$ cat config.mk
export PLATFORM = sky130hd
export DESIGN_NAME = dmawc_top
export DESIGN_NICKNAME = d
export VERILOG_FILES = /design/src/core/dmawc_pkg.sv /design/src/core/dmawc_fifo.sv /design/src/core/dmawc_top.sv
export VERILOG_INCLUDE_DIRS = /design/src /design/src/core
export SDC_FILE = /design/constraint.sdc
export NUM_CORES = 1
export LEC_CHECK = 0
export BUFFER_PORTS_ARGS = -buffer_cell sky130_fd_sc_hd__buf_4
export CAP_MARGIN = 20
export CORE_ASPECT_RATIO = 1.75
export CORE_MARGIN = 2
export CORE_UTILIZATION = 50
export DETAILED_ROUTE_END_ITERATION = 10
export GPL_TIMING_DRIVEN = 0
export PLACE_DENSITY = 0.76
export SLEW_MARGIN = 5
export SYNTH_ARGS = -nofsm -noshare
export SYNTH_HDL_FRONTEND = slang
export SYNTH_SLANG_ARGS = --single-unit
$ cat constraint.sdc
create_clock -name CLK -period 5.85 [get_ports CLK]
set_input_delay 0.2925 -clock CLK [delete_from_list [all_inputs] [get_ports CLK]]
set_output_delay 0.2925 -clock CLK [all_outputs]
set_load 0.01 [all_outputs]
$ cat src/core/dmawc_defs.svh
// Constants for the DMA mode and wait control block.
// Assumes inclusion by bare name from the core/ folder.
`ifndef DMAWC_DEFS_SVH
`define DMAWC_DEFS_SVH

// ----------------------------------------
// I/O register addresses
// ----------------------------------------
`define DMAWC_ADDR_CH0_MODE 8'h31
`define DMAWC_ADDR_WAIT_CTRL 8'h32

// ----------------------------------------
// Field positions
// ----------------------------------------
`define DMAWC_DST_MODE_HI 5
`define DMAWC_DST_MODE_LO 4
`define DMAWC_SRC_MODE_HI 3
`define DMAWC_SRC_MODE_LO 2
`define DMAWC_BURST_SELECT 1
`define DMAWC_MEM_WAIT_HI 7
`define DMAWC_MEM_WAIT_LO 6
`define DMAWC_IO_WAIT_HI 5
`define DMAWC_IO_WAIT_LO 4
`define DMAWC_CH0_REQ_EDGE 3
`define DMAWC_CH1_REQ_EDGE 2
`define DMAWC_CH1_MODE_HI 1
`define DMAWC_CH1_MODE_LO 0
`define DMAWC_BANK_SEL_HI 17
`define DMAWC_BANK_SEL_LO 16

// ----------------------------------------
// Reset values and read masks
// ----------------------------------------
`define DMAWC_CH0_MODE_RST 8'h00
`define DMAWC_WAIT_CTRL_RST 8'hF0
`define DMAWC_CH0_MODE_MASK 8'h3E

// ----------------------------------------
// Address modes and request sources
// ----------------------------------------
`define DMAWC_AM_INC 2'h0
`define DMAWC_AM_DEC 2'h1
`define DMAWC_AM_FIX 2'h2
`define DMAWC_AM_IO 2'h3
`define DMAWC_RQ_EXT 2'h0
`define DMAWC_RQ_SER0 2'h1
`define DMAWC_RQ_SER1 2'h2

// ----------------------------------------
// Cycle timing in clocks
// ----------------------------------------
`define DMAWC_MEM_BASE_CLKS 4'h3
`define DMAWC_IO_BASE_CLKS 4'h3
`define DMAWC_IO_WAIT_MIN 3'h1
`define DMAWC_STEAL_CLKS 4'h3

`endif

$ cat src/core/dmawc_pkg.sv
// Types for the DMA mode and wait control block.
// Assumes nothing beyond a SystemVerilog compiler.
package dmawc_pkg;

  typedef enum logic [2:0] {
    ST_IDLE,
    ST_WAIT_REQ,
    ST_READ,
    ST_WRITE,
    ST_STEAL
  } dmawc_state_t;

endpackage

$ cat src/core/dmawc_fifo.sv
// Byte buffer between the read and write phases of a transfer.
// Assumes one clock and an active-low asynchronous reset.
`timescale 1ns/100ps
module dmawc_fifo #(
  parameter int WIDTH = 8,
  parameter int DEPTH = 8
) (
  // Clock and reset
  input wire logic CLK,
  input wire logic RST_N,
  // Fill side
  input wire logic in_valid,
  output logic in_ready,
  input wire logic [WIDTH-1:0] in_data,
  // Drain side
  output logic out_valid,
  input wire logic out_ready,
  output logic [WIDTH-1:0] out_data
);
  localparam int AW = (DEPTH > 1) ? $clog2(DEPTH) : 1;

  logic [WIDTH-1:0] mem [DEPTH];
  logic [AW-1:0] wr_ptr_ff;
  logic [AW-1:0] rd_ptr_ff;
  logic [AW:0] fill_ff;
  logic push;
  logic pop;

  assign in_ready = (fill_ff != (AW+1)'(DEPTH));
  assign out_valid = (fill_ff != '0);
  assign out_data = mem[rd_ptr_ff];
  assign push = in_valid && in_ready;
  assign pop = out_valid && out_ready;

  function automatic logic [AW-1:0] ptr_inc(input logic [AW-1:0] p);
    ptr_inc = (p == AW'(DEPTH - 1)) ? '0 : AW'(p + 1'b1);
  endfunction

  always_ff @(posedge CLK) begin
    if (push) begin
      mem[wr_ptr_ff] <= in_data;
    end
  end

  always_ff @(posedge CLK or negedge RST_N) begin
    if (!RST_N) begin
      wr_ptr_ff <= '0;
      rd_ptr_ff <= '0;
      fill_ff <= '0;
    end else begin
      if (push) begin
        wr_ptr_ff <= ptr_inc(wr_ptr_ff);
      end
      if (pop) begin
        rd_ptr_ff <= ptr_inc(rd_ptr_ff);
      end
      if (push && !pop) begin
        fill_ff <= fill_ff + 1'b1;
      end else if (pop && !push) begin
        fill_ff <= fill_ff - 1'b1;
      end
    end
  end
endmodule

$ cat src/core/dmawc_top.sv
// Mode registers, request pacing and wait-state timing for a two-channel DMA engine.
// Assumes a peripheral I/O register port and a system bus that grants when BUS_HOLD is high.
//
// Contract
// - Channel 0 destination mode in bits 5:4 picks memory inc, dec, fixed or I/O fixed.
// - Channel 0 source mode in bits 3:2 uses the same four codes.
// - A fixed or I/O destination paired with a fixed or I/O source is refused.
// - Bit 1 picks burst when set and cycle steal when clear, cleared at reset.
// - Burst keeps the bus until the byte count reaches zero.
// - Cycle steal hands the CPU one bus cycle after each byte.
// - With an I/O end on channel 0 the request line paces bytes and bit 1 is ignored.
// - Memory wait code adds 0 to 3 waits to every memory cycle, reset value 3.
// - I/O wait code adds 1 to 4 waits to every I/O cycle, reset value 3.
// - I/O waits stack on a three-clock base cycle.
// - Request sense bits 3 and 2 pick level (0) or edge (1) for channels 0 and 1.
// - Channel 1 mode bits 1:0 pick direction and memory step with the I/O address fixed.
// - Each byte is a source read followed by a destination write.
// - For an I/O destination, bank bits 17:16 choose the channel 0 request source.
`timescale 1ns/100ps
`include "dmawc_defs.svh"
module dmawc_top
  import dmawc_pkg::*;
#(
  parameter int ADDR_W = 20,
  parameter int COUNT_W = 16,
  parameter int FIFO_DEPTH = 8
) (
  // Clock and reset
  input wire logic CLK,
  input wire logic RST_N,
  // I/O register port
  input wire logic [7:0] IO_ADDR,
  input wire logic IO_WR,
  input wire logic IO_RD,
  input wire logic [7:0] IO_WDATA,
  output logic [7:0] IO_RDATA,
  // Transfer start
  input wire logic START,
  input wire logic START_CH,
  input wire logic [ADDR_W-1:0] START_SRC,
  input wire logic [ADDR_W-1:0] START_DST,
  input wire logic [COUNT_W-1:0] START_COUNT,
  // Request lines
  input wire logic EXT_REQUEST_CH0,
  input wire logic SERIAL0_TX_REQUEST,
  input wire logic SERIAL1_TX_REQUEST,
  input wire logic EXT_REQUEST_CH1,
  // System bus
  output logic BUS_HOLD,
  output logic CYC_ACTIVE,
  output logic CYC_WRITE,
  output logic CYC_IO,
  output logic [ADDR_W-1:0] CYC_ADDR,
  output logic [7:0] CYC_WDATA,
  output logic CYC_DONE,
  input wire logic BUS_READY,
  input wire logic [7:0] RD_DATA,
  // Status and CPU wait timing
  output logic BUSY,
  output logic MODE_ERR,
  output logic [COUNT_W-1:0] BYTES_LEFT,
  output logic [1:0] MEM_WAIT_STATES,
  output logic [2:0] IO_WAIT_STATES
);

  // ----------------------------------------
  // Registers
  // ----------------------------------------
  logic [7:0] ch0_mode_ff;
  logic [7:0] wait_ctrl_ff;
  logic [7:0] rdata_ff;
  logic err_ff;

  always_ff @(posedge CLK or negedge RST_N) begin
    if (!RST_N) begin
      ch0_mode_ff <= `DMAWC_CH0_MODE_RST;
      wait_ctrl_ff <= `DMAWC_WAIT_CTRL_RST;
    end else if (IO_WR) begin
      if (IO_ADDR == `DMAWC_ADDR_CH0_MODE) begin
        ch0_mode_ff <= IO_WDATA & `DMAWC_CH0_MODE_MASK;
      end
      if (IO_ADDR == `DMAWC_ADDR_WAIT_CTRL) begin
        wait_ctrl_ff <= IO_WDATA;
      end
    end
  end

  // Unmapped addresses read as zero
  always_ff @(posedge CLK or negedge RST_N) begin
    if (!RST_N) begin
      rdata_ff <= 8'h00;
    end else if (IO_RD) begin
      case (IO_ADDR)
        `DMAWC_ADDR_CH0_MODE: rdata_ff <= ch0_mode_ff;
        `DMAWC_ADDR_WAIT_CTRL: rdata_ff <= wait_ctrl_ff;
        default: rdata_ff <= 8'h00;
      endcase
    end
  end
  assign IO_RDATA = rdata_ff;

  logic [1:0] mem_waits;
  logic [2:0] io_waits;
  logic ch0_edge;
  logic ch1_edge;
  logic [1:0] c0_dst;
  logic [1:0] c0_src;
  assign mem_waits = wait_ctrl_ff[`DMAWC_MEM_WAIT_HI:`DMAWC_MEM_WAIT_LO];
  assign io_waits = 3'(wait_ctrl_ff[`DMAWC_IO_WAIT_HI:`DMAWC_IO_WAIT_LO]) +
    `DMAWC_IO_WAIT_MIN;
  assign ch0_edge = wait_ctrl_ff[`DMAWC_CH0_REQ_EDGE];
  assign ch1_edge = wait_ctrl_ff[`DMAWC_CH1_REQ_EDGE];
  assign c0_dst = ch0_mode_ff[`DMAWC_DST_MODE_HI:`DMAWC_DST_MODE_LO];
  assign c0_src = ch0_mode_ff[`DMAWC_SRC_MODE_HI:`DMAWC_SRC_MODE_LO];

  // Registered so the CPU bus sees a stable count per cycle
  logic [1:0] mem_ws_ff;
  logic [2:0] io_ws_ff;
  always_ff @(posedge CLK or negedge RST_N) begin
    if (!RST_N) begin
      mem_ws_ff <= 2'h3;
      io_ws_ff <= 3'h4;
    end else begin
      mem_ws_ff <= mem_waits;
      io_ws_ff <= io_waits;
    end
  end
  assign MEM_WAIT_STATES = mem_ws_ff;
  assign IO_WAIT_STATES = io_ws_ff;

  // ----------------------------------------
  // Helpers
  // ----------------------------------------
  function automatic logic [3:0] cyc_last(input logic io, input logic [1:0] mw,
                                          input logic [2:0] iw);
    if (io) begin
      cyc_last = `DMAWC_IO_BASE_CLKS + 4'(iw) - 4'h1;
    end else begin
      cyc_last = `DMAWC_MEM_BASE_CLKS + 4'(mw) - 4'h1;
    end
  endfunction

  function automatic logic [ADDR_W-1:0] addr_step(input logic [ADDR_W-1:0] a,
                                                  input logic [1:0] m);
    case (m)
      `DMAWC_AM_INC: addr_step = ADDR_W'(a + 1'b1);
      `DMAWC_AM_DEC: addr_step = ADDR_W'(a - 1'b1);
      default: addr_step = a;
    endcase
  endfunction

  // ----------------------------------------
  // Job setup
  // ----------------------------------------
  dmawc_state_t st_ff;
  logic job_ch_ff;
  logic [1:0] src_mode_ff;
  logic [1:0] dst_mode_ff;
  logic [1:0] req_sel_ff;
  logic [ADDR_W-1:0] src_ff;
  logic [ADDR_W-1:0] dst_ff;
  logic [COUNT_W-1:0] count_ff;
  logic paced;
  logic burst;
  logic reserved;
  logic take;
  logic [1:0] nxt_src_mode;
  logic [1:0] nxt_dst_mode;

  assign reserved = !START_CH && c0_dst[1] && c0_src[1];
  assign take = START && (st_ff == ST_IDLE) && !reserved;
  assign paced = job_ch_ff || (src_mode_ff == `DMAWC_AM_IO) ||
    (dst_mode_ff == `DMAWC_AM_IO);
  assign burst = ch0_mode_ff[`DMAWC_BURST_SELECT];

  always_comb begin
    if (!START_CH) begin
      nxt_src_mode = c0_src;
      nxt_dst_mode = c0_dst;
    end else if (!wait_ctrl_ff[`DMAWC_CH1_MODE_HI]) begin
      nxt_src_mode = wait_ctrl_ff[`DMAWC_CH1_MODE_LO] ? `DMAWC_AM_DEC : `DMAWC_AM_INC;
      nxt_dst_mode = `DMAWC_AM_IO;
    end else begin
      nxt_src_mode = `DMAWC_AM_IO;
      nxt_dst_mode = wait_ctrl_ff[`DMAWC_CH1_MODE_LO] ? `DMAWC_AM_DEC : `DMAWC_AM_INC;
    end
  end

  always_ff @(posedge CLK or negedge RST_N) begin
    if (!RST_N) begin
      err_ff <= 1'b0;
    end else if (START && (st_ff == ST_IDLE)) begin
      err_ff <= reserved;
    end
  end

  // ----------------------------------------
  // Request pacing
  // ----------------------------------------
  logic c0_line;
  logic c0_prev_ff;
  logic c1_prev_ff;
  logic c0_pend_ff;
  logic c1_pend_ff;
  logic req_ok;
  logic req_take;

  always_comb begin
    if (dst_mode_ff != `DMAWC_AM_IO) begin
      c0_line = EXT_REQUEST_CH0;
    end else begin
      case (req_sel_ff)
        `DMAWC_RQ_EXT: c0_line = EXT_REQUEST_CH0;
        `DMAWC_RQ_SER0: c0_line = SERIAL0_TX_REQUEST;
        `DMAWC_RQ_SER1: c0_line = SERIAL1_TX_REQUEST;
        default: c0_line = 1'b0;
      endcase
    end
  end

  always_comb begin
    if (job_ch_ff) begin
      req_ok = ch1_edge ? c1_pend_ff : EXT_REQUEST_CH1;
    end else begin
      req_ok = ch0_edge ? c0_pend_ff : c0_line;
    end
  end
  assign req_take = (st_ff == ST_WAIT_REQ) && req_ok;

  // New edge wins over the clear of the same cycle
  always_ff @(posedge CLK or negedge RST_N) begin
    if (!RST_N) begin
      c0_prev_ff <= 1'b0;
      c1_prev_ff <= 1'b0;
      c0_pend_ff <= 1'b0;
      c1_pend_ff <= 1'b0;
    end else begin
      c0_prev_ff <= c0_line;
      c1_prev_ff <= EXT_REQUEST_CH1;
      if (c0_line && !c0_prev_ff) begin
        c0_pend_ff <= 1'b1;
      end else if (req_take && !job_ch_ff) begin
        c0_pend_ff <= 1'b0;
      end
      if (EXT_REQUEST_CH1 && !c1_prev_ff) begin
        c1_pend_ff <= 1'b1;
      end else if (req_take && job_ch_ff) begin
        c1_pend_ff <= 1'b0;
      end
    end
  end

  // ----------------------------------------
  // Data buffer
  // ----------------------------------------
  logic [3:0] cnt_ff;
  logic fifo_in_ready;
  logic fifo_out_valid;
  logic [7:0] fifo_out_data;
  logic rd_end;
  logic wr_end;

  assign rd_end = (st_ff == ST_READ) && (cnt_ff == 4'h0) && BUS_READY && fifo_in_ready;
  assign wr_end = (st_ff == ST_WRITE) && (cnt_ff == 4'h0) && BUS_READY && fifo_out_valid;

  dmawc_fifo #(
    .WIDTH(8),
    .DEPTH(FIFO_DEPTH)
  ) u_fifo (
    .CLK(CLK),
    .RST_N(RST_N),
    .in_valid(rd_end),
    .in_ready(fifo_in_ready),
    .in_data(RD_DATA),
    .out_valid(fifo_out_valid),
    .out_ready(wr_end),
    .out_data(fifo_out_data)
  );

  // ----------------------------------------
  // Transfer sequencer
  // ----------------------------------------
  logic src_io;
  logic dst_io;
  assign src_io = (src_mode_ff == `DMAWC_AM_IO);
  assign dst_io = (dst_mode_ff == `DMAWC_AM_IO);

  always_ff @(posedge CLK or negedge RST_N) begin
    if (!RST_N) begin
      st_ff <= ST_IDLE;
      cnt_ff <= 4'h0;
      job_ch_ff <= 1'b0;
      src_mode_ff <= `DMAWC_AM_INC;
      dst_mode_ff <= `DMAWC_AM_INC;
      req_sel_ff <= `DMAWC_RQ_EXT;
      src_ff <= '0;
      dst_ff <= '0;
      count_ff <= '0;
    end else begin
      case (st_ff)
        ST_IDLE: begin
          if (take && (START_COUNT != '0)) begin
            job_ch_ff <= START_CH;
            src_mode_ff <= nxt_src_mode;
            dst_mode_ff <= nxt_dst_mode;
            req_sel_ff <= START_DST[`DMAWC_BANK_SEL_HI:`DMAWC_BANK_SEL_LO];
            // Ch1 I/O-to-memory reads the I/O address and writes memory
            if (START_CH && wait_ctrl_ff[`DMAWC_CH1_MODE_HI]) begin
              src_ff <= START_DST;
              dst_ff <= START_SRC;
            end else begin
              src_ff <= START_SRC;
              dst_ff <= START_DST;
            end
            count_ff <= START_COUNT;
            st_ff <= ST_WAIT_REQ;
          end
        end
        ST_WAIT_REQ: begin
          if (!paced || req_ok) begin
            cnt_ff <= cyc_last(src_io, mem_waits, io_waits);
            st_ff <= ST_READ;
          end
        end
        ST_READ: begin
          if (cnt_ff != 4'h0) begin
            cnt_ff <= cnt_ff - 4'h1;
          end else if (rd_end) begin
            cnt_ff <= cyc_last(dst_io, mem_waits, io_waits);
            st_ff <= ST_WRITE;
          end
        end
        ST_WRITE: begin
          if (cnt_ff != 4'h0) begin
            cnt_ff <= cnt_ff - 4'h1;
          end else if (wr_end) begin
            count_ff <= count_ff - 1'b1;
            src_ff <= addr_step(src_ff, src_mode_ff);
            dst_ff <= addr_step(dst_ff, dst_mode_ff);
            if (count_ff == COUNT_W'(1)) begin
              st_ff <= ST_IDLE;
            end else if (paced) begin
              st_ff <= ST_WAIT_REQ;
            end else if (burst) begin
              cnt_ff <= cyc_last(src_io, mem_waits, io_waits);
              st_ff <= ST_READ;
            end else begin
              cnt_ff <= `DMAWC_STEAL_CLKS - 4'h1;
              st_ff <= ST_STEAL;
            end
          end
        end
        ST_STEAL: begin
          if (cnt_ff != 4'h0) begin
            cnt_ff <= cnt_ff - 4'h1;
          end else begin
            cnt_ff <= cyc_last(src_io, mem_waits, io_waits);
            st_ff <= ST_READ;
          end
        end
        default: st_ff <= ST_IDLE;
      endcase
    end
  end

  // ----------------------------------------
  // Bus outputs
  // ----------------------------------------
  assign CYC_ACTIVE = (st_ff == ST_READ) || (st_ff == ST_WRITE);
  assign BUS_HOLD = CYC_ACTIVE;
  assign CYC_WRITE = (st_ff == ST_WRITE);
  assign CYC_IO = CYC_WRITE ? dst_io : src_io;
  assign CYC_ADDR = CYC_WRITE ? dst_ff : src_ff;
  assign CYC_WDATA = fifo_out_data;
  assign CYC_DONE = rd_end || wr_end;
  assign BUSY = (st_ff != ST_IDLE);
  assign MODE_ERR = err_ff;
  assign BYTES_LEFT = count_ff;

  // ----------------------------------------
  // Checks
  // ----------------------------------------
  a_reserved_refused: assert property (@(posedge CLK) disable iff (!RST_N)
    (START && !START_CH && (st_ff == ST_IDLE) && reserved) |=> (MODE_ERR && !BUSY))
    else $error("reserved channel 0 mode was started");

  a_mode_readback: assert property (@(posedge CLK) disable iff (!RST_N)
    (IO_WR && (IO_ADDR == `DMAWC_ADDR_CH0_MODE)) ##1
    (IO_RD && !IO_WR && (IO_ADDR == `DMAWC_ADDR_CH0_MODE))
    |=> (IO_RDATA == ($past(IO_WDATA, 2) & `DMAWC_CH0_MODE_MASK)))
    else $error("mode register readback mismatch");

  a_burst_hold: assert property (@(posedge CLK) disable iff (!RST_N)
    (wr_end && burst && !paced && (count_ff > COUNT_W'(1))) |=> (BUS_HOLD && !CYC_WRITE))
    else $error("burst released the bus early");

  a_steal_gap: assert property (@(posedge CLK) disable iff (!RST_N)
    (wr_end && !burst && !paced && (count_ff > COUNT_W'(1)))
    |=> (!BUS_HOLD [*3]) ##1 BUS_HOLD)
    else $error("cycle steal gap wrong");

  a_paced_wait: assert property (@(posedge CLK) disable iff (!RST_N)
    ((st_ff == ST_WAIT_REQ) && paced && !req_ok) |=> (st_ff == ST_WAIT_REQ))
    else $error("paced byte started without request");

  a_mem_waits: assert property (@(posedge CLK) disable iff (!RST_N)
    (CYC_ACTIVE && $changed(st_ff) && !CYC_IO && (mem_waits == 2'h3))
    |-> (!CYC_DONE [*5]))
    else $error("memory cycle shorter than six clocks");

  a_io_waits: assert property (@(posedge CLK) disable iff (!RST_N)
    (CYC_ACTIVE && $changed(st_ff) && CYC_IO && (io_waits == 3'h4))
    |-> (!CYC_DONE [*6]))
    else $error("I/O cycle shorter than seven clocks");

  a_read_write: assert property (@(posedge CLK) disable iff (!RST_N)
    rd_end |=> (CYC_WRITE && (CYC_ADDR == dst_ff)))
    else $error("read not followed by write");

  a_count_step: assert property (@(posedge CLK) disable iff (!RST_N)
    wr_end |=> ((count_ff == COUNT_W'($past(count_ff) - 1'b1)) &&
    (src_ff == addr_step($past(src_ff), src_mode_ff))))
    else $error("count or address not updated");

endmodule

-- Word level (Yosys, flattened, before mapping)
Memory sizes are Yosys's and may differ from the RTL's.
Index checks and enable logic that the tools add are counted.
- flip-flop bits (word level): 111
- bits in writable memories: 64
- memories kept: 1
- input port bits: 91
- word-level logic and storage cells: 186
- output and inout port bits: 64
- memories (memory ; words ; width ; read ports ; clocked after Yosys merged registers in ; wr ports ; RTL line ; text):
    u_fifo.mem ; 8 ; 8 ; 1 ; 0 ; 1 ; dmawc_fifo.sv:22 ; logic [WIDTH-1:0] mem [DEPTH];
- equality and inequality tests: 30
- muxes and demuxes: 62
- $add $sub $neg: 15
- reductions and logical operators: 56
- operators with widths (kind ; number):
    20-bit two-way mux ; 9
    20-bit case mux with 2 select lines ; 4
    4-bit two-way mux ; 13
    16-bit two-way mux ; 3
    20-bit by 1-bit adder with 20-bit output, second input constant ; 2
    20-bit by 1-bit subtractor with 20-bit output, second input constant ; 2
    3-bit two-way mux ; 12
    16-bit case mux with 2 select lines ; 1
    1-bit logical AND ; 21
    16-bit by 1-bit == test with 1-bit output, second input constant ; 1
    8-bit by 6-bit == test with 1-bit output, second input constant ; 2
    4-bit case mux with 4 select lines ; 1
    8-bit case mux with 2 select lines ; 1
    16-bit nonzero test ; 1
    16-bit by 1-bit subtractor with 16-bit output, second input constant ; 1
    3-bit case mux with 5 select lines ; 1
    1-bit two-way mux ; 12
    4-bit nonzero test ; 3
    4-bit by 1-bit subtractor with 4-bit output, second input constant ; 3
    2-bit != test, second input constant ; 5
    5-bit AND reduction ; 2
    3-bit == test, second input constant ; 3
    3-bit by 1-bit != test with 1-bit output, second input constant ; 3
    1-bit logical NOT ; 8
    other kinds (26) ; 49

-- Longest topological paths before layout
Gate-level depths: netlist (run 1).
- depth in word-level cells: 10
- depth in mapped cells: 15
- mapped depth without buffers: 14

-- Cells and area by module
Synthesis (run 1) repeated with hierarchy kept, for this count alone.
- cells, all modules: 1102
- area, all modules: 10676.5 µm²
- by module, submodules not included (module ; sequential area each (µm²) ; instances ; cells an instance ; area each (µm²)):
    dmawc_top ; 2536.2 ; 1 ; 945 ; 7524.7
    dmawc_fifo ; 2172.1 ; 1 ; 157 ; 3151.8

-- Worst setup path before layout (run 1)
No wires, ideal clock.
- path type: register to register
- start point: register cnt_ff[0]
- end point: register u_fifo.fill_ff[3]
- stages on the path, launching flop included: 16
- library setup time: 0.123 ns
- path buffers: 1
- arrival: 2.899 ns
- slack: 2.829 ns
- period minus slack after synthesis: 3.021 ns
- data required time: 5.727 ns
- cells stage by stage: dfrtp_1 inv_1 ha_1 or3b_2 clkbuf_1 nor3_1 nand3_1 inv_1 ha_1 inv_1 ha_1 a21o_1 a21oi_1 xnor2_1 nand2_1 xnor2_1
- word-level cells in the longest chain between the ends: 8
- elaborated cells between the ends (all ways): 15
- classes of those cells: 1 x mux; 14 x reduce/logical
- ends and longest elaborated chain (element ; RTL line ; text):
    start, declared ; dmawc_top.sv:256 ; logic [3:0] cnt_ff;
    start signal, assigned ; dmawc_top.sv:321 ; cnt_ff <= cyc_last(src_io, mem_waits, io_waits);
    start signal, assigned ; dmawc_top.sv:327 ; cnt_ff <= cnt_ff - 4'h1;
    start signal, assigned ; dmawc_top.sv:329 ; cnt_ff <= cyc_last(dst_io, mem_waits, io_waits);
    4-bit logical NOT (*) ; dmawc_top.sv:263 ; assign rd_end = (st_ff == ST_READ) && (cnt_ff == 4'h0) && BUS_READY && fifo_in_ready;
    1-bit logical AND (*) (3 in a row) ; dmawc_top.sv:263 ;
    1-bit logical AND (*) ; dmawc_fifo.sv:32 ; assign push = in_valid && in_ready;
    via u_fifo.push ; dmawc_fifo.sv:26 ; logic push;
    1-bit logical NOT ; dmawc_fifo.sv:59 ; end else if (pop && !push) begin
    1-bit logical AND ; dmawc_fifo.sv:59 ;
    2-bit nonzero test (no source line) ; -- ;
    end signal, assigned ; dmawc_fifo.sv:58 ; fill_ff <= fill_ff + 1'b1;
    end signal, assigned ; dmawc_fifo.sv:60 ; fill_ff <= fill_ff - 1'b1;
    end, declared ; dmawc_fifo.sv:25 ; logic [AW:0] fill_ff;
The timed path passes the listed nets; every way through them passes the cells marked *.
A chain may end at the register's enable or synchronous reset.

-- Worst setup path after layout (run 1)
- start point: register st_ff[1]
- end point: output CYC_ADDR[15]
- word-level cells in the longest chain between the ends: 2
- ends and longest elaborated chain (element ; RTL line ; text):
    start, declared ; dmawc_top.sv:155 ; dmawc_state_t st_ff;
    start signal, assigned ; dmawc_top.sv:290 ; st_ff <= ST_IDLE;
    start signal, assigned ; dmawc_top.sv:316 ; st_ff <= ST_WAIT_REQ;
    start signal, assigned ; dmawc_top.sv:322 ; st_ff <= ST_READ;
    3-bit by 2-bit == test with 1-bit output ; dmawc_top.sv:371 ; assign CYC_WRITE = (st_ff == ST_WRITE);
    20-bit two-way mux ; dmawc_top.sv:373 ; assign CYC_ADDR = CYC_WRITE ? dst_ff : src_ff;
    end, declared ; dmawc_top.sv:53 ; output logic [ADDR_W-1:0] CYC_ADDR,
Every way passes these cells.

==> results of run 1 <==
sequential cells by signal, summed over array words and instances, names as in the netlist, 3 cells and up:
register          flops
ch0_mode_ff           5
IO_WAIT_STATES        3
src_ff               20
IO_RDATA              8
u_fifo.fill_ff        4
u_fifo.mem           64
dst_ff               20
wait_ctrl_ff          8
st_ff                 3
u_fifo.rd_ptr_ff      3
cnt_ff                4
BYTES_LEFT           16
u_fifo.wr_ptr_ff      3
metal layers:
metal  vias to the layer above  track usage  share of wire
li1                       4514            -              -
met1                      4769        0.340           0.34
met2                       564        0.604           0.53
met3                       145       0.0543          0.069
met4                         0        0.212          0.065
met5                         -            0              0
metrics by stage:
step	cell area, um2	total power, W	worst slack [ns]	cells
3_3_place_gp	11900	0.00503	1.91	1507
4_1_cts	12600	0.00628	1.49	1545
5_1_grt	12600	0.00669	1.28	1547
6_report	12600	0.00634	1.38	1547
3_5_place_dp	11900	0.00508	1.85	1511
2_1_floorplan	10400	0.00383	2.83	1107
path summary, 6_finish.rpt:
kind                                        startpoint                      endpoint  slack (ns)  depth (start not counted)
min                                        IO_WDATA[6]   wait_ctrl_ff[6]$_DFFE_PN1P_        0.08                          2
max                               st_ff[1]$_DFFE_PN0P_                  CYC_ADDR[15]        1.38                         11
max in group asynchronous                        RST_N   wait_ctrl_ff[5]$_DFFE_PN1P_        4.76                          3
min in group asynchronous                        RST_N         dst_ff[3]$_DFFE_PN0P_        0.32                          2
min reg2reg                wait_ctrl_ff[6]$_DFFE_PN1P_  MEM_WAIT_STATES[0]$_DFF_PN1_        0.41                          0
max reg2reg                 src_mode_ff[1]$_DFFE_PN0P_        src_ff[14]$_DFFE_PN0P_        1.65                         12
synthesized netlist by cell type, types with 6 or more instances:
library cell / count / area [um2]
nand2_1: 152 / 571
dfrtp_1: 104 / 2600
a21oi_1: 96 / 480
nor2_1: 73 / 274
o21ai_0: 66 / 330
edfxtp_1: 64 / 1920
clkbuf_1: 58 / 218
mux2_2: 46 / 518
nor3_1: 38 / 190
nand3_1: 31 / 155
inv_1: 27 / 101
o22ai_1: 25 / 156
a2bb2oi_1: 21 / 184
mux2i_1: 20 / 200
nand4_1: 18 / 113
mux4_2: 16 / 360
and3_1: 15 / 93.8
ha_1: 15 / 188
nor4_1: 14 / 87.6
a31oi_1: 13 / 81.3
buf_1: 12 / 45.0
a22oi_1: 11 / 82.6
nand2b_1: 10 / 62.6
or3_1: 10 / 62.6
nor3b_1: 8 / 60.1
and2_1: 7 / 43.8
dfstp_2: 7 / 184
o22a_1: 7 / 61.3
or2_2: 7 / 43.8
o2bb2ai_1: 6 / 52.6
cell type report:
type / count / area, um2 / share of cell area
multi-input combinational: 826 / 5310 / 0.422
sequential: 175 / 4710 / 0.374
timing repair buffer: 160 / 1220 / 0.0970
clock buffer: 17 / 425 / 0.0338
tap: 248 / 310 / 0.0247
buffer: 77 / 309 / 0.0246
clock inverter: 15 / 185 / 0.0147
inverter: 29 / 109 / 0.00866
cells by family after synthesis:
| logic type | count (synthesis) | synth area share |
|---|---|---|
| AND/OR/NAND/NOR | 413 | 0.193 |
| flip-flops | 175 | 0.451 |
| adder cells (fa/ha/maj) | 16 | 0.0199 |
| AO/OA/AOI/OAI | 309 | 0.188 |
| buffers and inverters | 106 | 0.0401 |
| multiplexers | 82 | 0.103 |
| XOR/XNOR | 6 | 0.00504 |
power breakdown:
group | leakage [nW] | switching, W | internal [W]
Combinational | 2.92 | 0.00201 | 0.00123
Clock | 0.295 | 0.000517 | 0.000678
Sequential | 1.90 | 0.000341 | 0.00157
Total | 5.11 | 0.00287 | 0.00347
worst register-to-register path, cell delays in order, from the launching register on:
cell	delay [ns]
dfrtp_1	0.32
clkbuf_1	0.33
nand2b_1	0.16
clkbuf_1	0.34
clkbuf_1	0.47
xnor2_1	0.19
ha_1	0.35
nand2_1	0.12
nor3_1	0.38
a22oi_1	0.20
o41ai_1	0.77
mux2i_1	0.28
o311ai_0	0.15
repair_timing:
item	4_1_cts	5_1_grt
hold endpoints to repair	43	0
resized for setup	0	0
endpoints found under the setup margin	0	0
hold buffers	2	0
==> out/results.ini, run 1 <==
[run_status]
outcome = finished, violations left
violations = design-rule violations

[drt]
avgViaCountPerCell = 6.46
totalWireLength_um = 36200
dr.pass1.iters = 9
vias = 9992
ant_nets = 0
wl_per_cell_um = 23.4
drtIter0Drc = 916
drc = 8

[timing]
slew_viol_final = 0
period_needed_ns = 4.47
rsz0062_at_grt = false
slew_headroom = 0.364
fin_hold_ws_ns = 0.0772
clock.fmax_ghz = 0.223
min_period_over_period = 0.765
finalHoldViolations = 0
fin_skew_ns = 0.0123
worstMarginPinSlew_ns = 0.950
setup_tns_ns = 0
setup_viol = 0

[cells_and_area]
diodes = 0
num-fill-cells = 1756
area_delta_synth_final_pct = 20.5
final_core_util = 0.617
drive_above_1_share = 0.217
layout_common_cells = buf_4 (154), nand2_1 (152), dfrtp_1 (104), a21oi_1 (96), nor2_1 (73)
fin_nets = 1393
final_common_cell = buf_4

[pwr]
p_leak_nw = 5.11
ir_drop_mv = 0.356
power.density_nw_per_um2 = 504

[logic_synthesis]
synthesis.instances = 1107
ys_seq_area_frac = 0.451
ys_async_sr_fraction = 0.634
ys_types = 81
synth_area_um2 = 10400
synth-warning-count = 0
synth.avg_cell_area_um2 = 9.42
ys.flop_type = dfrtp_1
ys_seq_elements = 175
synth_edf_count = 64
synth_nets = 1214

[clock_tree]
clkSlewWorstSetupHoldPaths_ns = 0.07
clock_path_buffers = 2
cts_tree = built
root_buffer = clkbuf_16
numCtsBuffers = 17
clkLatencyLatePin_ns = 0.45
cts_post_setup_buffers_inserted = 0
h-tree-depth = 4
clock-sinks = 175

[place]
portBuffers = 152
place.gp.congestion = 1.00
detailed_place_hpwl_um = 27600

[global_routing]
overflow = 0
antenna_found_initial = 0
grt_max_degree = 70
grt_usage = 0.329
grt_pass1_wl_um = 55600
first_global_vias = 10100

[floorplan]
die-area_um2 = 22100
die_x_um = 113
row_count = 69
die_y_um = 195
start_util = 0.512
coreArea_um2 = 20400
boundaryPins = 155

[setup_path]
required_ns = 5.56
cpMaxStageDelayCell = buf_1
path_delay_family = buffers and inverters
start_kind = flip-flop
critPathMaxFanout = 10
critPathCaptureType = output pin
crit_chain = clkbuf_1 > nand2b_1 > inv_2 > nand2_1 > inv_1 > buf_2 > buf_1 > clkbuf_1 > nand2_1 > o21ai_0 > buf_4
arrival_ns = 4.18
timing.critical_path.slowest_cell_delay_ns = 0.64
worst-path-buf-inv = 7
criticalPathCategory = reg2out

[run]
maxCapViolCount = 0

[hold_path]
hp-class = in2reg

(Power assumes the default switching activity.)
==> run 2, diff against run 1 <==
- clock period: 5.85 -> 4.25 ns (I/O delays scaled with it)
==> out/results.ini, run 2 (synthesis gave the netlist of run 1 again) <==
[setup_path]
critPathMaxFanout = 19  ; +9
critPathCaptureType = output pin
path_delay_family = buffers and inverters
crit_chain = clkbuf_1 > nand2b_1 > inv_2 > nand2_1 > inv_1 > buf_2 > buf_1 > nand2_1 > nand2_1 > buf_4
worst-path-buf-inv = 6  ; -1
required_ns = 4.04  ; -1.52 ns
arrival_ns = 3.82  ; -0.36 ns
r2r_start = dst_mode_ff[1]$_DFFE_PN0P_
path_common_cell = nand2_1
criticalPathCategory = reg2out
start_kind = flip-flop
cp-startpoint = st_ff[1]$_DFFE_PN0P_
timing.critical_path.slowest_cell_delay_ns = 0.59  ; -0.05 ns
cpMaxStageDelayCell = buf_1

[floorplan]
die-area_um2 = 22100  ; unchanged
boundaryPins = 155  ; unchanged
die_x_um = 113  ; unchanged
start_util = 0.512  ; unchanged
row_count = 69  ; unchanged
die_y_um = 195  ; unchanged
coreArea_um2 = 20400  ; unchanged

[timing]
fin_hold_ws_ns = -0.00767  ; -0.0848 ns
clock.fmax_ghz = 0.248
worstMarginPinSlew_ns = 0.933  ; -0.0171 ns
slew_headroom = 0.375  ; +0.0115
setup_viol = 0  ; unchanged
setup_tns_ns = 0  ; unchanged
fin_skew_ns = 0.0216  ; +0.00930 ns
rsz0062_at_grt = false
slew_viol_final = 0  ; unchanged
finalHoldViolations = 10  ; +10
min_period_over_period = 0.948
period_needed_ns = 4.03

[run_status]
outcome = finished, violations left
violations = design-rule violations, negative hold slack

[cells_and_area]
drive_above_1_share = 0.218  ; +0.000534
fin_nets = 1399  ; +0.43%
area_delta_synth_final_pct = 21.2
num-fill-cells = 1740  ; -0.91%
final_common_cell = buf_4
final_core_util = 0.621  ; +0.00368
finalNonFillerCells = 1553  ; +0.39%
diodes = 0  ; unchanged
largest_reg_flops = 64  ; unchanged
largestRegisters = u_fifo.mem: 64 flops, dst_ff: 20 flops, src_ff: 20 flops
top_register = u_fifo.mem
layout_common_cells = buf_4 (154), nand2_1 (152), dfrtp_1 (104), a21oi_1 (96), nor2_1 (73)

[clock_tree]
cts_tree = built
clock-sinks = 175  ; unchanged
clock_path_buffers = 2  ; unchanged
numCtsBuffers = 17  ; unchanged
root_buffer = clkbuf_16
clkSlewWorstSetupHoldPaths_ns = 0.07  ; about the same
clkLatencyLatePin_ns = 0.46  ; about the same
cts_post_setup_buffers_inserted = 0  ; unchanged
h-tree-depth = 4  ; unchanged

[global_routing]
overflow = 0  ; unchanged
grt_usage = 0.330  ; +0.000720
antenna_found_initial = 0  ; unchanged
first_global_vias = 10100  ; -0.27%
grt_max_degree = 70  ; unchanged
grt_pass1_wl_um = 55700  ; +0.16%

[pwr]
switching_share = 0.453  ; +0.000587
ir_drop_mv = 0.489  ; +38%
power.density_nw_per_um2 = 691  ; +37%
clkPwrFrac = 0.189  ; about the same
sequentialPowerShare = 0.301  ; about the same
p_leak_nw = 5.15  ; +0.71%
combPwrFrac = 0.510  ; about the same
p_sw_w = 0.00396  ; +38%
p_int_w = 0.00479  ; +38%

[place]
dp.cells = 1511  ; unchanged
place.gp.congestion = 1.00  ; unchanged
detailed_place_hpwl_um = 27600  ; unchanged
portBuffers = 152  ; unchanged

[drt]
wl_per_cell_um = 23.4  ; +0.12%
totalWireLength_um = 36300  ; +0.51%
dr.pass1.iters = 8  ; -1
drtIter0Drc = 850  ; -7.2%
drc = 8  ; unchanged
ant_nets = 0  ; unchanged
vias = 9972  ; -0.20%
avgViaCountPerCell = 6.42  ; -0.59%

[hold_path]
hp-class = in2reg
min_from = RD_DATA[6]

[run]
maxCapViolCount = 0  ; unchanged

[run 2: cell types whose count changed in the layout (fill, tap and decap cells not counted)]
cell	before	now
o41ai_2	0	1
clkbuf_1	58	57
dlygate4sd3_1	2	9
buf_1	12	11
o41ai_1	3	2
clkbuf_2	2	3
[run 2: what timing repair did]
item                                    in CTS  in global routing
endpoints found under the hold margin       68                  0
hold buffers                                 9                  0
gates resized for setup                      0                  3
endpoints found under the setup margin       1                  1
[run 2: final cells by class]
| class | count | area, um2 | area share |
|---|---|---|---|
| inverters | 29 | 109 | 0.00861 |
| flip-flops and latches | 175 | 4710 | 0.372 |
| clock inverters | 15 | 185 | 0.0146 |
| multi-input cells | 826 | 5310 | 0.420 |
| repair buffers | 167 | 1290 | 0.102 |
| plain buffers | 76 | 307 | 0.0242 |
| clock buffers | 17 | 425 | 0.0336 |
| well taps | 248 | 310 | 0.0245 |
[run 2: worst paths after layout]
| kind | endpoint | slack, ns | depth (start not counted) |
|---|---|---|---|
| min in group asynchronous | dst_ff[3]$_DFFE_PN0P_ | 0.23 | 2 |
| setup / recovery | CYC_ADDR[10] | 0.22 | 10 |
| hold reg to reg | MEM_WAIT_STATES[0]$_DFF_PN1_ | 0.41 | 0 |
| setup reg to reg | dst_ff[14]$_DFFE_PN0P_ | 0.28 | 11 |
| hold / removal | u_fifo.mem[5][6]$_DFFE_PP_ | -0.008 | 1 |
| max in group asynchronous | wait_ctrl_ff[5]$_DFFE_PN1P_ | 3.24 | 3 |
[run 2: per-layer routing]
metal	wire, um	GRT usage	up-vias
li1	-	-	4520
met1	12400	0.343	4796
met2	19400	0.606	523
met3	2300	0.0571	133
met4	2250	0.201	0
met5	0	0	-
[run 2: worst reg2reg max path: cells and delay by family (launching register included)]
family | cells | cell delay, ns
flip-flops | 1 | 0.40
adder cells (fa/ha/maj) | 1 | 0.35
AND/OR/NAND/NOR | 1 | 0.12
AO/OA/AOI/OAI | 4 | 0.99
XOR/XNOR | 1 | 0.15
buffers and inverters | 3 | 1.47
multiplexers | 1 | 0.43
[run 2: per-stage QoR]
step	hold WS, ns	setup WS (ns)	instance area (um2)	power, W
6_report	-0.00767	0.220	12600	0.00874
5_1_grt	0.00611	0.0290	12600	0.00922
4_1_cts	0.00256	0.226	12600	0.00864
3_5_place_dp	0.165	0.252	11900	0.00699
3_3_place_gp	0.349	0.307	11900	0.00692
2_1_floorplan	-0.0831	1.23	10400	0.00527
[run 2: power by group through the flow]
stage / Clock (W) / Combinational (W) / Sequential [W]
floorplan: 0 / 0.00275 / 0.00253
global placement: 0 / 0.00430 / 0.00262
detailed placement: 0 / 0.00435 / 0.00264
CTS: 0.00166 / 0.00437 / 0.00261
global route: 0.00173 / 0.00481 / 0.00268
finish: 0.00165 / 0.00446 / 0.00263
==> run 3, diff against run 2 <==
- GPL_TIMING_DRIVEN: 0 -> default
- PLACE_DENSITY: 0.76 -> 0.71
- SYNTH_HIERARCHICAL: default -> 1
==> out/results.ini, run 3 <==
[cells_and_area]
multi_input_area_um2 = 5510  ; +3.6%
layout_common_cells = buf_4 (172), nand2_1 (136), dfrtp_1 (104), a21oi_1 (86), nor2_1 (72)
final_core_util = 0.603  ; -0.0180
fin_nets = 1323  ; -5.4%
seq_area_um2 = 4710  ; unchanged
largest_reg_flops = 64  ; unchanged
drive_above_1_share = 0.250  ; +0.0320
final_common_cell = buf_4
diodes = 0  ; unchanged
finalNonFillerCells = 1482  ; -4.6%
num-fill-cells = 1777  ; +2.1%
area_delta_synth_final_pct = 18.2
top_register = u_fifo/mem
largestRegisters = u_fifo/mem: 64 flops, dst_ff: 20 flops, src_ff: 20 flops

[logic_synthesis]
yosysMostFrequentCell = nand2_1
synth_top_cell_area_share = 0.244  ; -0.00570
synth_edf_count = 64  ; unchanged
ys_top_cells_by_area = dfrtp_1 (24%), edfxtp_1 (18%), mux2_2 (5.7%)
synth.avg_cell_area_um2 = 9.69  ; +2.8%
ys.flop_type = dfrtp_1
ys_async_sr_fraction = 0.634  ; unchanged
ys_seq_area_frac = 0.441  ; -0.0103
synthTopCellsByCount = nand2_1 (138), dfrtp_1 (104), a21oi_1 (86), nor2_1 (72)
ys_seq_elements = 175  ; unchanged
synth_nets = 1208  ; -0.49%
synthesis.instances = 1102  ; -0.45%
synth_top_area_cell = dfrtp_1
synth_area_um2 = 10700  ; +2.3%
synth-warning-count = 6  ; +6
ys_types = 80  ; -1.2%

[clock_tree]
root_buffer = clkbuf_16
clock-sinks = 175  ; unchanged
clkLatencyLatePin_ns = 0.44  ; -0.02 ns
clock_path_buffers = 2  ; unchanged
clkSlewWorstSetupHoldPaths_ns = 0.07  ; about the same
h-tree-depth = 4  ; unchanged
numCtsBuffers = 17  ; unchanged
cts_post_setup_buffers_inserted = 0  ; unchanged
cts_tree = built
ctsResizeCount = 0  ; unchanged

[drt]
totalWireLength_um = 29600  ; -19%
ant_nets = 0  ; unchanged
dr.pass1.iters = 6  ; -2
wl_per_cell_um = 20.0  ; -15%
avgViaCountPerCell = 6.27  ; -2.4%
drtIter0Drc = 688  ; -19%
drc = 0  ; -8
vias = 9289  ; -6.8%

[setup_path]
cpMaxStageDelayCell = or3b_2
critPathMaxFanout = 11  ; -8
critPathCaptureType = flip-flop
arrival_ns = 4.12  ; +0.30 ns
path_delay_family = simple AND/OR/NAND/NOR gates
crit_chain = inv_1 > ha_1 > or3b_2 > nor4_1 > nand2_4 > inv_1 > ha_1 > inv_1 > ha_1 > or4_1 > o211ai_1 > o211ai_1
start_kind = flip-flop
required_ns = 4.57  ; +0.53 ns
criticalPathCategory = reg2reg
timing.critical_path.slowest_cell_delay_ns = 0.62  ; +0.03 ns
worst-path-buf-inv = 3  ; -3

[floorplan]
row_count = 70  ; +1.4%
die_y_um = 197  ; +1.1%
die_x_um = 114  ; +1.1%
boundaryPins = 155  ; unchanged
coreArea_um2 = 20900  ; +2.7%
start_util = 0.510  ; -0.00199
die-area_um2 = 22600  ; +2.3%

[global_routing]
antenna_found_initial = 0  ; unchanged
grt_usage = 0.266  ; -0.0639
overflow = 0  ; unchanged
grt_max_degree = 93  ; +33%
grt_pass1_wl_um = 47200  ; -15%
first_global_vias = 8934  ; -12%

[timing]
finalHoldViolations = 0  ; -10
slew_headroom = 0.339  ; -0.0363
slew_viol_final = 0  ; unchanged
setup_tns_ns = 0  ; unchanged
worstMarginPinSlew_ns = 0.991  ; +0.0579 ns
period_needed_ns = 3.80  ; -0.232 ns
min_period_over_period = 0.894  ; -0.0545
rsz0062_at_grt = false
setup_viol = 0  ; unchanged
clock.fmax_ghz = 0.263  ; +6.1%
fin_hold_ws_ns = 0.00890  ; +0.0166 ns
fin_skew_ns = 0.00863  ; -0.0130 ns

[pwr]
p_leak_nw = 5.10  ; -0.87%
ir_drop_mv = 0.344  ; -30%
power.density_nw_per_um2 = 671  ; -2.9%

[run_status]
outcome = finished, final reports clean

[place]
detailed_place_hpwl_um = 21600  ; -22%
dp.cells = 1442  ; -4.6%
place.gp.congestion = 0.923  ; -8.0%
portBuffers = 154  ; +1.3%

[run]
maxCapViolCount = 0  ; unchanged

[hold_path]
hp-class = in2reg

==> run 3: worst paths after layout <==
path | startpoint | end | slack [ns] | cells past startpoint
max reg2reg | cnt_ff[0]$_DFFE_PN0P_ | u_fifo/fill_ff[3]$_DFFE_PN0P_ | 0.45 | 12
min | RD_DATA[4] | u_fifo/mem[2][4]$_DFFE_PP_ | 0.009 | 1
min in group asynchronous | RST_N | BYTES_LEFT[7]$_DFFE_PN0P_ | 0.28 | 2
max | cnt_ff[0]$_DFFE_PN0P_ | u_fifo/fill_ff[3]$_DFFE_PN0P_ | 0.45 | 12
max in group asynchronous | RST_N | IO_WAIT_STATES[2]$_DFF_PN1_ | 3.04 | 3
min reg2reg | wait_ctrl_ff[6]$_DFFE_PN1P_ | MEM_WAIT_STATES[0]$_DFF_PN1_ | 0.40 | 0
==> run 3: per-stage QoR <==
step | cell area, um2 | power (W) | setup slack [ns]
3_5_place_dp | 11900 | 0.00677 | 0.528
6_report | 12600 | 0.00847 | 0.451
5_1_grt | 12600 | 0.00903 | 0.234
3_3_place_gp | 11900 | 0.00668 | 0.686
4_1_cts | 12600 | 0.00846 | 0.489
2_1_floorplan | 10700 | 0.00552 | 0.798
==> run 3: worst register-to-register path, stage by stage, from the launching register on <==
cell and delay (ns):
dfrtp_1 0.39, inv_1 0.11, ha_1 0.25, or3b_2 0.62
nor4_1 0.55, nand2_4 0.17, inv_1 0.10, ha_1 0.24
inv_1 0.13, ha_1 0.37, or4_1 0.53, o211ai_1 0.12
o211ai_1 0.10
==> run 3: kinds of logic after synthesis <==
logic type	synth area share
buffers and inverters	0.0437
multiplexers	0.127
AO/OA/AOI/OAI	0.169
XOR/XNOR	0.00328
adder cells (fa/ha/maj)	0.0183
AND/OR/NAND/NOR	0.198
flip-flops	0.441
==> run 3: layer usage <==
layer | global-route usage | vias up | routed length, um
li1 | - | 4402 | -
met1 | 0.326 | 4487 | 11700
met2 | 0.469 | 341 | 15500
met3 | 0.0356 | 59 | 1490
met4 | 0.108 | 0 | 995
met5 | 0 | - | 0
==> run 3: power by group <==
part | leakage, nW | switching, W | internal, W
clock | 0.309 | 0.000733 | 0.000949
sequential | 1.89 | 0.000787 | 0.00214
combinational | 2.90 | 0.00214 | 0.00172
total | 5.10 | 0.00366 | 0.00481
==> run 3: timing repair <==
item | in CTS | in global routing
endpoints found under the setup margin | 0 | 0
hold buffers | 8 | 0
endpoints found under the hold margin | 62 | 0
==> run 3: area by class of cell <==
| class | instances | area share |
|---|---|---|
| tap | 252 | 0.0250 |
| multi-input combinational | 819 | 0.436 |
| clock buffer | 18 | 0.0340 |
| timing repair buffer | 180 | 0.109 |
| clock inverter | 14 | 0.0154 |
| sequential | 175 | 0.373 |
| inverter | 24 | 0.00744 |
